<file path="config.mk">
export PLATFORM = sky130hd
export DESIGN_NAME = hpr_device_flat
export DESIGN_NICKNAME = d
export VERILOG_FILES = /design/src/hdl/hpr_pkg.sv /design/src/hdl/hpr_link_if.sv /design/src/hdl/hpr_sync.sv /design/src/hdl/hpr_device.sv /design/src/flat_wrapper.sv
export SDC_FILE = /design/constraint.sdc
export NUM_CORES = 1
export LEC_CHECK = 0
export BUFFER_PORTS_ARGS = -buffer_cell sky130_fd_sc_hd__buf_4
export CAP_MARGIN = 40
export CORE_MARGIN = 2
export CORE_UTILIZATION = 50
export CTS_CLUSTER_SIZE = 30
export DETAILED_ROUTE_END_ITERATION = 16
export GPL_ROUTABILITY_DRIVEN = 0
export PLACE_DENSITY = 0.66
export SYNTH_ARGS = -nofsm -noshare
export SYNTH_HDL_FRONTEND = slang
export SYNTH_SLANG_ARGS = --single-unit
</file>
<file path="constraint.sdc">
create_clock -name hclk -period 6.5 [get_ports hclk]
set_input_delay 0.325 -clock hclk [delete_from_list [all_inputs] [get_ports hclk]]
set_output_delay 0.325 -clock hclk [all_outputs]
set_load 0.02 [all_outputs]
</file>
<file path="src/hdl/hpr_pkg.sv">
package hpr_pkg;

  localparam int LINK_AW = 16;
  localparam int LINK_DW = 32;

  // device register map on the link
  localparam logic [15:0] DEV_CMD_OFS     = 16'h0000;
  localparam logic [15:0] DEV_FIFO_OFS    = 16'h0004;
  localparam logic [15:0] DEV_CTRL_OFS    = 16'h0008;
  localparam logic [15:0] DEV_STAT_OFS    = 16'h000c;
  localparam int          MEM_WIN_BIT     = 15;
  localparam logic [15:0] LAYER0_START_OFS = 16'h8000;

  // device control bits
  localparam int CTL_DMA_EN_BIT  = 0;
  localparam int CTL_STOP_EN_BIT = 1;
  localparam int CTL_TMO_EN_BIT  = 2;
  localparam int CTL_AA_EN_BIT   = 3;
  localparam logic [3:0] DEV_CTRL_RST = 4'h0;

  // command word: opcode [7:0], word count minus one [11:8], first word [15:12]
  localparam logic [7:0] CMD_NOP        = 8'h00;
  localparam logic [7:0] CMD_SOFT_RESET = 8'h01;
  localparam logic [7:0] CMD_DRAW       = 8'h02;
  localparam int         CMD_CNT_LSB    = 8;
  localparam int         CMD_DST_LSB    = 12;

  localparam int         FIFO_AW      = 3;
  localparam int         FIFO_DEPTH   = 8;
  localparam logic [3:0] FIFO_FULL_CNT = 4'h8;
  localparam int         MEM_AW       = 4;
  localparam int         MEM_WORDS    = 16;

  // ready timeout for a hung transfer
  localparam int CLK_PERIOD_NS   = 50;
  localparam int RDY_TIMEOUT_NS  = 10000;
  localparam int RDY_TIMEOUT_CYC = RDY_TIMEOUT_NS / CLK_PERIOD_NS;

  // host controller registers on AHB-Lite
  localparam logic [7:0] H_CTRL_OFS   = 8'h00;
  localparam logic [7:0] H_LADDR_OFS  = 8'h04;
  localparam logic [7:0] H_LWDATA_OFS = 8'h08;
  localparam logic [7:0] H_LRDATA_OFS = 8'h0c;
  localparam logic [7:0] H_STAT_OFS   = 8'h10;
  localparam logic [7:0] H_DMACTL_OFS = 8'h14;
  localparam logic [7:0] H_DMADAT_OFS = 8'h18;
  localparam int H_GO_BIT     = 0;
  localparam int H_SEQ_BIT    = 1;
  localparam int H_BUS16_BIT  = 2;
  localparam int H_LWR_BIT    = 16;
  localparam int DMA_RUN_BIT  = 30;
  localparam int DMA_EN_BIT   = 31;

  typedef enum logic [2:0] {
    RG_CMD  = 3'b000,
    RG_FIFO = 3'b001,
    RG_CTRL = 3'b010,
    RG_STAT = 3'b011,
    RG_MEM  = 3'b100,
    RG_NONE = 3'b101
  } hpr_region_t;

  function automatic hpr_region_t hpr_decode(input logic [15:0] a);
    if (a[MEM_WIN_BIT])       return RG_MEM;
    else if (a == DEV_CMD_OFS)  return RG_CMD;
    else if (a == DEV_FIFO_OFS) return RG_FIFO;
    else if (a == DEV_CTRL_OFS) return RG_CTRL;
    else if (a == DEV_STAT_OFS) return RG_STAT;
    else                        return RG_NONE;
  endfunction

endpackage

</file>
<file path="src/hdl/hpr_link_if.sv">
`timescale 1ns/1ps
interface hpr_link_if;
  logic        strobe;
  logic        write;
  logic [15:0] addr;
  logic [31:0] wdata;
  logic [31:0] rdata;
  logic        bus16;
  logic        host_transfer_ready;
  logic        dma_req;
  logic        dma_stop_pulse;

  modport dev (input strobe, input write, input addr, input wdata, input bus16,
               output rdata, output host_transfer_ready, output dma_req, output dma_stop_pulse);
  modport host (output strobe, output write, output addr, output wdata, output bus16,
                input rdata, input host_transfer_ready, input dma_req, input dma_stop_pulse);
endinterface

</file>
<file path="src/hdl/hpr_sync.sv">
`timescale 1ns/1ps
module hpr_sync #(
  parameter int W = 1
) (
  input  wire logic         hclk,
  input  wire logic         hresetn,
  input  wire logic [W-1:0] d,
  output logic      [W-1:0] q
);
  logic [W-1:0] meta_q;

  always_ff @(posedge hclk or negedge hresetn) begin
    if (!hresetn) begin
      meta_q <= '0;
      q      <= '0;
    end else begin
      meta_q <= d;
      q      <= meta_q;
    end
  end
endmodule

</file>
<file path="src/hdl/hpr_device.sv">
`timescale 1ns/1ps
module hpr_device
  import hpr_pkg::*;
(
  input  wire logic hclk,
  input  wire logic hresetn,
  hpr_link_if.dev   lnk,
  output logic      cmd_busy,
  output logic      ready_hung
);
  logic                bus16_s;
  logic [LINK_DW-1:0]  fifo_mem [FIFO_DEPTH];
  logic [LINK_DW-1:0]  pix_mem  [MEM_WORDS];
  logic [FIFO_AW:0]    wr_ptr_q;
  logic [FIFO_AW:0]    rd_ptr_q;
  logic [FIFO_AW:0]    fifo_cnt;
  logic                fifo_full;
  logic                fifo_empty;
  logic [LINK_DW-1:0]  fifo_head;
  logic [3:0]          ctrl_q;
  logic                busy_q;
  logic                cut_q;
  logic                stale_q;
  logic [3:0]          left_q;
  logic [MEM_AW-1:0]   dst_q;
  logic                pend_q;
  logic [MEM_AW-1:0]   pend_addr_q;
  logic [LINK_DW-1:0]  pend_data_q;
  logic                ready_q;
  logic                hung_q;
  logic [7:0]          tmo_q;
  logic [LINK_DW-1:0]  rdata_q;
  logic                stop_q;
  logic                dma_q;
  hpr_region_t         rg;
  logic                acc;
  logic                rd_acc;
  logic                hang_set;
  logic                push;
  logic                cmd_wr;
  logic [7:0]          opcode;
  logic                soft_rst;
  logic                draw_go;
  logic                pop;
  logic                draw_end;
  logic                tmo_hit;

  hpr_sync #(.W(1)) u_bus16_sync (
    .hclk    (hclk),
    .hresetn (hresetn),
    .d       (lnk.bus16),
    .q       (bus16_s)
  );

  assign fifo_cnt   = wr_ptr_q - rd_ptr_q;
  assign fifo_full  = (fifo_cnt == FIFO_FULL_CNT);
  assign fifo_empty = (wr_ptr_q == rd_ptr_q);
  assign fifo_head  = fifo_mem[rd_ptr_q[FIFO_AW-1:0]];
  assign rg         = hpr_decode(lnk.addr);
  assign opcode     = lnk.wdata[7:0];

  // a fifo write waits while the fifo is full, a draw command while a draw is still running
  always_comb begin
    acc = lnk.strobe & ~ready_q & ~hung_q;
    if (lnk.write && rg == RG_FIFO && fifo_full)
      acc = 1'b0;
    if (lnk.write && rg == RG_CMD && opcode == CMD_DRAW && busy_q)
      acc = 1'b0;
  end

  assign rd_acc   = acc & ~lnk.write;
  assign hang_set = rd_acc & (rg == RG_FIFO) & bus16_s;
  assign push     = acc & lnk.write & (rg == RG_FIFO);
  assign cmd_wr   = acc & lnk.write & (rg == RG_CMD);
  assign soft_rst = cmd_wr & (opcode == CMD_SOFT_RESET);
  assign draw_go  = cmd_wr & (opcode == CMD_DRAW);
  assign pop      = busy_q & ~fifo_empty & ~soft_rst;
  assign draw_end = pop & ((left_q == 4'h0) | cut_q);
  assign tmo_hit  = hung_q & ctrl_q[CTL_TMO_EN_BIT] & (tmo_q == 8'(RDY_TIMEOUT_CYC - 1));

  // input fifo: host pushes, pixel processor pops, soft reset flushes
  always_ff @(posedge hclk or negedge hresetn) begin
    if (!hresetn) begin
      wr_ptr_q <= '0;
      rd_ptr_q <= '0;
    end else begin
      if (push)
        wr_ptr_q <= wr_ptr_q + 1'b1;
      if (soft_rst)
        rd_ptr_q <= wr_ptr_q;
      else if (pop)
        rd_ptr_q <= rd_ptr_q + 1'b1;
    end
  end

  always_ff @(posedge hclk) begin
    if (push)
      fifo_mem[wr_ptr_q[FIFO_AW-1:0]] <= lnk.wdata;
  end

  // pixel memory: engine writes one cycle after pop, host writes directly
  always_ff @(posedge hclk) begin
    if (pend_q) begin
      if (soft_rst && ctrl_q[CTL_AA_EN_BIT])
        pix_mem[0] <= pend_data_q;
      else
        pix_mem[pend_addr_q] <= pend_data_q;
    end
    if (acc && lnk.write && rg == RG_MEM)
      pix_mem[lnk.addr[MEM_AW+1:2]] <= lnk.wdata;
  end

  always_ff @(posedge hclk or negedge hresetn) begin
    if (!hresetn) begin
      pend_q      <= 1'b0;
      pend_addr_q <= '0;
      pend_data_q <= '0;
    end else begin
      pend_q      <= pop;
      pend_addr_q <= dst_q;
      pend_data_q <= fifo_head;
    end
  end

  always_ff @(posedge hclk or negedge hresetn) begin
    if (!hresetn)
      ctrl_q <= DEV_CTRL_RST;
    else if (acc && lnk.write && rg == RG_CTRL)
      ctrl_q <= lnk.wdata[3:0];
  end

  // command engine
  always_ff @(posedge hclk or negedge hresetn) begin
    if (!hresetn) begin
      busy_q  <= 1'b0;
      cut_q   <= 1'b0;
      stale_q <= 1'b0;
      left_q  <= '0;
      dst_q   <= '0;
    end else begin
      if (soft_rst) begin
        busy_q  <= 1'b0;
        stale_q <= 1'b1;
      end else if (draw_go) begin
        busy_q  <= 1'b1;
        cut_q   <= stale_q;
        stale_q <= 1'b0;
        left_q  <= lnk.wdata[CMD_CNT_LSB +: 4];
        dst_q   <= lnk.wdata[CMD_DST_LSB +: MEM_AW];
      end else if (pop) begin
        dst_q  <= dst_q + 1'b1;
        left_q <= left_q - 1'b1;
        if (draw_end)
          busy_q <= 1'b0;
      end
      // a no-op clears the stale flag, so the next draw after a soft reset is not cut short
      if (cmd_wr && opcode == CMD_NOP)
        stale_q <= 1'b0;
    end
  end

  // stop pulse only on a normal end; soft reset and enable drop give none
  always_ff @(posedge hclk or negedge hresetn) begin
    if (!hresetn) begin
      stop_q <= 1'b0;
      dma_q  <= 1'b0;
    end else begin
      stop_q <= draw_end & ctrl_q[CTL_DMA_EN_BIT] & ctrl_q[CTL_STOP_EN_BIT];
      // drop the request with the last pop, so no extra word follows the draw
      dma_q  <= ctrl_q[CTL_DMA_EN_BIT] & busy_q & ~draw_end & ~soft_rst & ~fifo_full;
    end
  end

  // transfer ready and its timeout
  always_ff @(posedge hclk or negedge hresetn) begin
    if (!hresetn) begin
      ready_q <= 1'b0;
      hung_q  <= 1'b0;
      tmo_q   <= '0;
    end else begin
      ready_q <= (acc & ~hang_set) | tmo_hit;
      if (hang_set)
        hung_q <= 1'b1;
      else if (tmo_hit)
        hung_q <= 1'b0;
      if (hung_q && !tmo_hit)
        tmo_q <= tmo_q + 1'b1;
      else
        tmo_q <= '0;
    end
  end

  always_ff @(posedge hclk or negedge hresetn) begin
    if (!hresetn) begin
      rdata_q <= '0;
    end else if (tmo_hit) begin
      rdata_q <= '0;
    end else if (rd_acc) begin
      unique case (rg)
        RG_FIFO: rdata_q <= fifo_head;
        RG_CTRL: rdata_q <= {28'h0000000, ctrl_q};
        RG_STAT: rdata_q <= {24'h000000, hung_q, stale_q, cut_q, busy_q, fifo_cnt};
        RG_MEM:  rdata_q <= pix_mem[lnk.addr[MEM_AW+1:2]];
        default: rdata_q <= '0;
      endcase
    end
  end

  assign lnk.rdata               = rdata_q;
  assign lnk.host_transfer_ready = ready_q;
  assign lnk.dma_req             = dma_q;
  assign lnk.dma_stop_pulse      = stop_q;
  assign cmd_busy                = busy_q;
  assign ready_hung              = hung_q;

endmodule

</file>
<file path="src/flat_wrapper.sv">
// flat-port wrapper written by rule: the top's interface ports become plain ports
module hpr_device_flat import hpr_pkg::*;
  (hclk, hresetn, cmd_busy, ready_hung, lnk_strobe, lnk_write, lnk_addr, lnk_wdata, lnk_bus16, lnk_rdata, lnk_host_transfer_ready, lnk_dma_req, lnk_dma_stop_pulse);
  hpr_link_if lnk_i ();
  input  wire logic hclk;
  input  wire logic hresetn;
  output logic cmd_busy;
  output logic ready_hung;
  input wire logic [$bits(lnk_i.strobe)-1:0] lnk_strobe;
  input wire logic [$bits(lnk_i.write)-1:0] lnk_write;
  input wire logic [$bits(lnk_i.addr)-1:0] lnk_addr;
  input wire logic [$bits(lnk_i.wdata)-1:0] lnk_wdata;
  input wire logic [$bits(lnk_i.bus16)-1:0] lnk_bus16;
  output wire logic [$bits(lnk_i.rdata)-1:0] lnk_rdata;
  output wire logic [$bits(lnk_i.host_transfer_ready)-1:0] lnk_host_transfer_ready;
  output wire logic [$bits(lnk_i.dma_req)-1:0] lnk_dma_req;
  output wire logic [$bits(lnk_i.dma_stop_pulse)-1:0] lnk_dma_stop_pulse;
  assign lnk_i.strobe = lnk_strobe;
  assign lnk_i.write = lnk_write;
  assign lnk_i.addr = lnk_addr;
  assign lnk_i.wdata = lnk_wdata;
  assign lnk_i.bus16 = lnk_bus16;
  assign lnk_rdata = lnk_i.rdata;
  assign lnk_host_transfer_ready = lnk_i.host_transfer_ready;
  assign lnk_dma_req = lnk_i.dma_req;
  assign lnk_dma_stop_pulse = lnk_i.dma_stop_pulse;
  hpr_device u_core (.hclk(hclk), .hresetn(hresetn), .lnk(lnk_i), .cmd_busy(cmd_busy), .ready_hung(ready_hung));
endmodule
</file>
Yosys cells after proc, flatten, opt, wreduce, memory -nomap -nowiden
Memory sizes are Yosys's and may differ from the RTL's.
Cells that the tools add are included.
W data, S select, Z words.
- register bits: 106
- memories kept: 2
- input bits: 53
- RAM bits: 768
- output and inout bits: 37
- memory list (name ; depth ; bits a word ; read ports ; clocked after Yosys merged registers in ; wr ports ; RTL line ; RTL):
    u_core.pix_mem ; 16 ; 32 ; 1 ; 0 ; 2 ; hpr_device.sv:13 ; logic [LINK_DW-1:0] pix_mem [MEM_WORDS];
    u_core.fifo_mem ; 8 ; 32 ; 1 ; 0 ; 1 ; hpr_device.sv:12 ; logic [LINK_DW-1:0] fifo_mem [FIFO_DEPTH];
- mux-type cells: 39
- bitwise gates (word level): 32
- reductions and logical operators: 27
- add/sub/neg operators: 6
- equality and inequality tests: 12
- operators with widths (cell ; number):
    $pmux W32 S4 ; 1
    $mux W32 ; 3
    $eq A16 B4 Y1 const B ; 2
    $reduce_or A32 Y1 ; 1
    $mux W4 ; 7
    $and A1 B1 Y1 ; 22
    $mux W1 ; 22
    $eq A16 B3 Y1 const B ; 1
    $logic_not A16 Y1 ; 1
    $mux W3 ; 5
    $add A4 B1 Y4 const B ; 3
    $logic_and A1 B1 Y1 ; 11
    $reduce_bool A3 Y1 ; 3
    $add A8 B1 Y8 const B ; 1
    $eq A8 B1 Y1 const B ; 1
    $eq A8 B2 Y1 const B ; 1
    $eq A8 B8 Y1 const B ; 1
    $logic_not A8 Y1 ; 1
    $mux W8 ; 1
    $not A1 Y1 ; 8
    $reduce_bool A2 Y1 ; 4
    $eq A3 B2 Y1 const B ; 2
    $reduce_and A2 Y1 ; 3
    $eq A4 B4 Y1 ; 1
    other kinds (9) ; 10

Depth between registers and ports, before layout
- depth after elaboration: 21
- depth in mapped cells: 11
- mapped depth without buffers: 9

By module
Synthesis repeated with hierarchy kept, for this count alone.
- cells, all modules: 2317
- area total of the unflattened synthesis: 39880.7 um^2
- by module, submodules not included (module ; instances ; area an instance (um^2) ; cells an instance ; seq. area each (um^2)):
    hpr_device ; 1 ; 39830.7 ; 2315 ; 25664.6
    hpr_sync ; 1 ; 50.0 ; 2 ; 50.0

Worst setup path before layout
OpenSTA, ideal clock, no wires.
- path type: reg2reg
- start point: reg u_core.rd_ptr_q[2]
- end point: mem u_core.fifo_mem[0][0], enable pin
- clock period less this slack: 4.754 ns
- arrival: 4.293 ns
- library setup time: 0.461 ns
- cell stages (with the launch flop): 11
- slack: 1.746 ns
- cells stage by stage: dfrtp_1 > clkbuf_1 > clkinv_1 > clkbuf_1 > ha_1 > a21oi_1 > and3_1 > or3_1 > clkbuf_1 > nand3_1 > nor3_1
- word-level cells in the longest chain between the ends: 9
- ends and longest elaborated chain (what ; RTL line ; RTL):
    start, declared ; hpr_device.sv:15 ; logic [FIFO_AW:0] rd_ptr_q;
    start signal, assigned ; hpr_device.sv:90 ; rd_ptr_q <= wr_ptr_q;
    start signal, assigned ; hpr_device.sv:92 ; rd_ptr_q <= rd_ptr_q + 1'b1;
    $sub A4 B4 Y4 ; hpr_device.sv:55 ; assign fifo_cnt = wr_ptr_q - rd_ptr_q;
    $eq A4 B4 Y1 ; hpr_device.sv:56 ; assign fifo_full = (fifo_cnt == FIFO_FULL_CNT);
    $logic_and A1 B1 Y1 ; hpr_device.sv:65 ; if (lnk.write && rg == RG_FIFO && fifo_full)
    $mux W1 ; hpr_device.sv:65 ;
    $mux W1 ; hpr_device.sv:67 ; if (lnk.write && rg == RG_CMD && opcode == CMD_DRAW && busy_q)
    $and A1 B1 Y1 (2 in a row) ; hpr_device.sv:73 ; assign push = acc & lnk.write & (rg == RG_FIFO);
    $mux W1 ; hpr_device.sv:97 ; if (push)
    $mux W1 (not written as such) ; hpr_device.sv:98 ; fifo_mem[wr_ptr_q[FIFO_AW-1:0]] <= lnk.wdata;
    end, declared ; hpr_device.sv:12 ;
Every way passes these cells.

Worst setup path in the final report
- start point: reg u_core.rd_ptr_q[2]
- end point: mem u_core.fifo_mem[4][16], enable pin
Same word-level chain as after synthesis.

==> summary.txt <==
Timing
  • Setup TNS: 0 ps
  • Worst Skew: 22.5 ps
  • Max-slew violations: 0
  • # setup viols final: 0
  • Final period utilization: 0.582
  • Slew headroom: 0.364
  • Highest Clock Rate: 264 MHz
  • Hold Vio Cnt, Final: 0
  • Unrepaired setup endpoints after global routing: no
  • Final min period: 3780 ps
  • Least-Margin Pin Slew: 951 ps

Floorplan
  • Starting Density: 0.506
  • Io pins: 90
  • Core box area: 0.0791 mm2
  • Die X: 287 um
  • Chip height: 287 um
  • Die area: 0.0824 mm2
  • # rows: 103

Yosys
  • Synth Register Bits: 874
  • Most used DFF post-synth: edfxtp_1
  • Mean area per synthesized cell: 17.6 um2
  • Syn nets: 2,333
  • Post-synthesis cell type count: 67
  • Ys Warns: 0
  • Cell area after synthesis: 0.0401 mm2
  • Post-synth ARST share: 0.121
  • Mapped Cells: 2,271
  • EDFF count, synth: 768
  • Sequential fraction of the synthesis area: 0.642

Placed design
  • Number of port buffers: 89
  • Dpl hpwl: 64.2 mm

Final layout
  • Area growth syn-to-layout: 12.9%
  • Nets: 2,388
  • Most frequent cells in the layout: edfxtp_1 (768), mux2_2 (491), mux4_2 (192)
  • Fin util: 0.572
  • Fill cells: 5,996
  • Commonest non-fill, non-tap cell in the layout: edfxtp_1
  • Share of post-route cells with drive strength above 1: 0.432

Global routing
  • Largest net degree at the start of global routing: 62
  • Initial antenna violation count: 2
  • Vias in the first global route: 23,100
  • First-pass GRT wire length: 161 mm
  • Grt ovf: 0
  • GRT Total Usage: 0.271

Clock tree
  • PostCTS Resize Cnt: 0
  • Post-CTS Hold Fix Bufs: 2
  • Clk slew on worst S/H paths: 60 ps
  • Worst-Skew Late Latency: 660 ps
  • Num CTS Buffers: 91
  • Num Clock Sinks: 874
  • H-tree depth: 3
  • CTS tree: yes
  • Root buffer cell: clkbuf_16
  • Clock buffer depth: 3
  • Setup bufs post-CTS: 0

Outcome
  • Status: finished, final reports clean

Route
  • Post-DRT Antenna Nets: 0
  • Vias after detailed routing: 22,500
  • Routed WL: 110 mm
  • Post-DR vias/cell: 6.51
  • Initial drt markers: 2,322
  • DRC: 0
  • Wire length per cell: 31.9 um
  • DRT Pass-1 Iters: 5

Worst setup path
  • Crit path launch type: flip-flop
  • R2R Setup Slk: 2720 ps
  • Critical Path RT: 6860 ps
  • Critical path arrival: 4140 ps
  • Crit Path Category: flip-flop to flip-flop
  • Critical Path Sink Type: flip-flop
  • Critical path peak fanout: 33

Power
  • Internal power: 9.24 mW
  • Sequential power share: 0.518
  • Pwr Density: 258 mW/mm2
  • Max IR drop VDD: 183 uV
  • Clock Power Share: 0.453
  • Switch Pwr: 2.44 mW
  • Switching share of power: 0.209
  • Leakage: 15.4 nW
  • Logic gate share of total power: 0.029

Min path
  • Worst hold path type: input port to flip-flop

Flow run
  • Max-cap viol count: 0
## cell type report
type	count	area [um2]	share of cell area
flip-flops and latches	874	25700	0.568
multi-input cells	1186	13600	0.301
clock buffers	127	2530	0.0560
repair buffers	158	1520	0.0336
well taps	1050	1310	0.0290
clock inverters	44	500	0.0111
inverters	15	56.3	0.00124
diodes	1	2.50	0.0000553
## power groups by stage
| stage | logic [mW] | registers, mW | clock network (mW) |
|---|---|---|---|
| after CTS | 0.342 | 6.05 | 5.38 |
| after floorplan | 0.185 | 6.17 | 0 |
| after global placement | 0.329 | 6.17 | 0 |
| final | 0.341 | 6.05 | 5.29 |
| after global routing | 0.362 | 6.05 | 5.58 |
| after detailed placement | 0.341 | 6.17 | 0 |
## flip-flops by register name, indices dropped and copies added, names as in the netlist, 8 cells and up
signal              flops
u_core.fifo_mem       256
u_core.tmo_q            8
u_core.lnk.rdata       32
u_core.pend_data_q     32
u_core.pix_mem        512
## layer usage
metal	global-route usage	wire (um)
met5	0	0
met4	0.0802	3310
met3	0.0456	9270
met2	0.429	52300
met1	0.390	45400
## worst max-delay path, cell delays in order, from the launching register on
cell and delay, ps:
dfrtp_2 550, buf_12 260, clkinv_1 100, buf_4 250, ha_1 400, a21oi_1 190, and3_1 210, or3_1 280
nand3_1 350, nor2_4 600, buf_16 240
## through the flow
step | instance area, um2 | instances | power, mW | worst slack (ps) | hold WS, ps
final | 45300 | 3455 | 11.7 | 2720 | 34.1
after global routing | 45300 | 3455 | 12.0 | 2540 | 24.7
after CTS | 45200 | 3454 | 11.8 | 2710 | 9.75
after detailed placement | 42200 | 3281 | 6.51 | 2620 | 340
after global placement | 41700 | 3261 | 6.50 | 2120 | 342
after floorplan | 40100 | 2271 | 6.36 | 1750 | 29.4
## synthesized netlist by cell type (16+ instances only)
cell / number / share of area
edfxtp_1: 768 / 0.58
nand3_1: 16 / 0.0020
mux2_1: 25 / 0.0070
mux2i_1: 66 / 0.016
clkbuf_1: 89 / 0.0083
o22ai_1: 33 / 0.0052
buf_2: 58 / 0.0072
mux4_2: 192 / 0.11
a221o_1: 25 / 0.0062
mux2_2: 491 / 0.14
dfrtp_1: 106 / 0.066
buf_4: 27 / 0.0051
nand2_1: 138 / 0.013
nor2_1: 34 / 0.0032
## cells by family (layout without fill, tap and decap cells)
group / after synthesis / after routing / synth area share
flip-flops: 874 / 874 / 0.642
adder cells (fa/ha/maj): 9 / 9 / 0.00300
other: 0 / 1 / 0
AO/OA/AOI/OAI: 117 / 117 / 0.0209
AND/OR/NAND/NOR: 267 / 267 / 0.0339
multiplexers: 779 / 779 / 0.271
buffers and inverters: 211 / 344 / 0.0263
XOR/XNOR: 14 / 14 / 0.00306
## worst paths after layout
path | from | to | depth (start not counted)
max | u_core.rd_ptr_q[2] | u_core.fifo_mem[4][16] | 10
min | lnk_strobe | u_core.lnk.host_transfer_ready | 3
max reg2reg | u_core.rd_ptr_q[2] | u_core.fifo_mem[4][16] | 10
min reg2reg | u_core.u_bus16_sync.meta_q | u_core.u_bus16_sync.q | 0
max in group asynchronous | hresetn | u_core.lnk.rdata[9] | 3
min in group asynchronous | hresetn | u_core.tmo_q[7] | 2
Note: power is estimated with default switching activity, not from simulation.
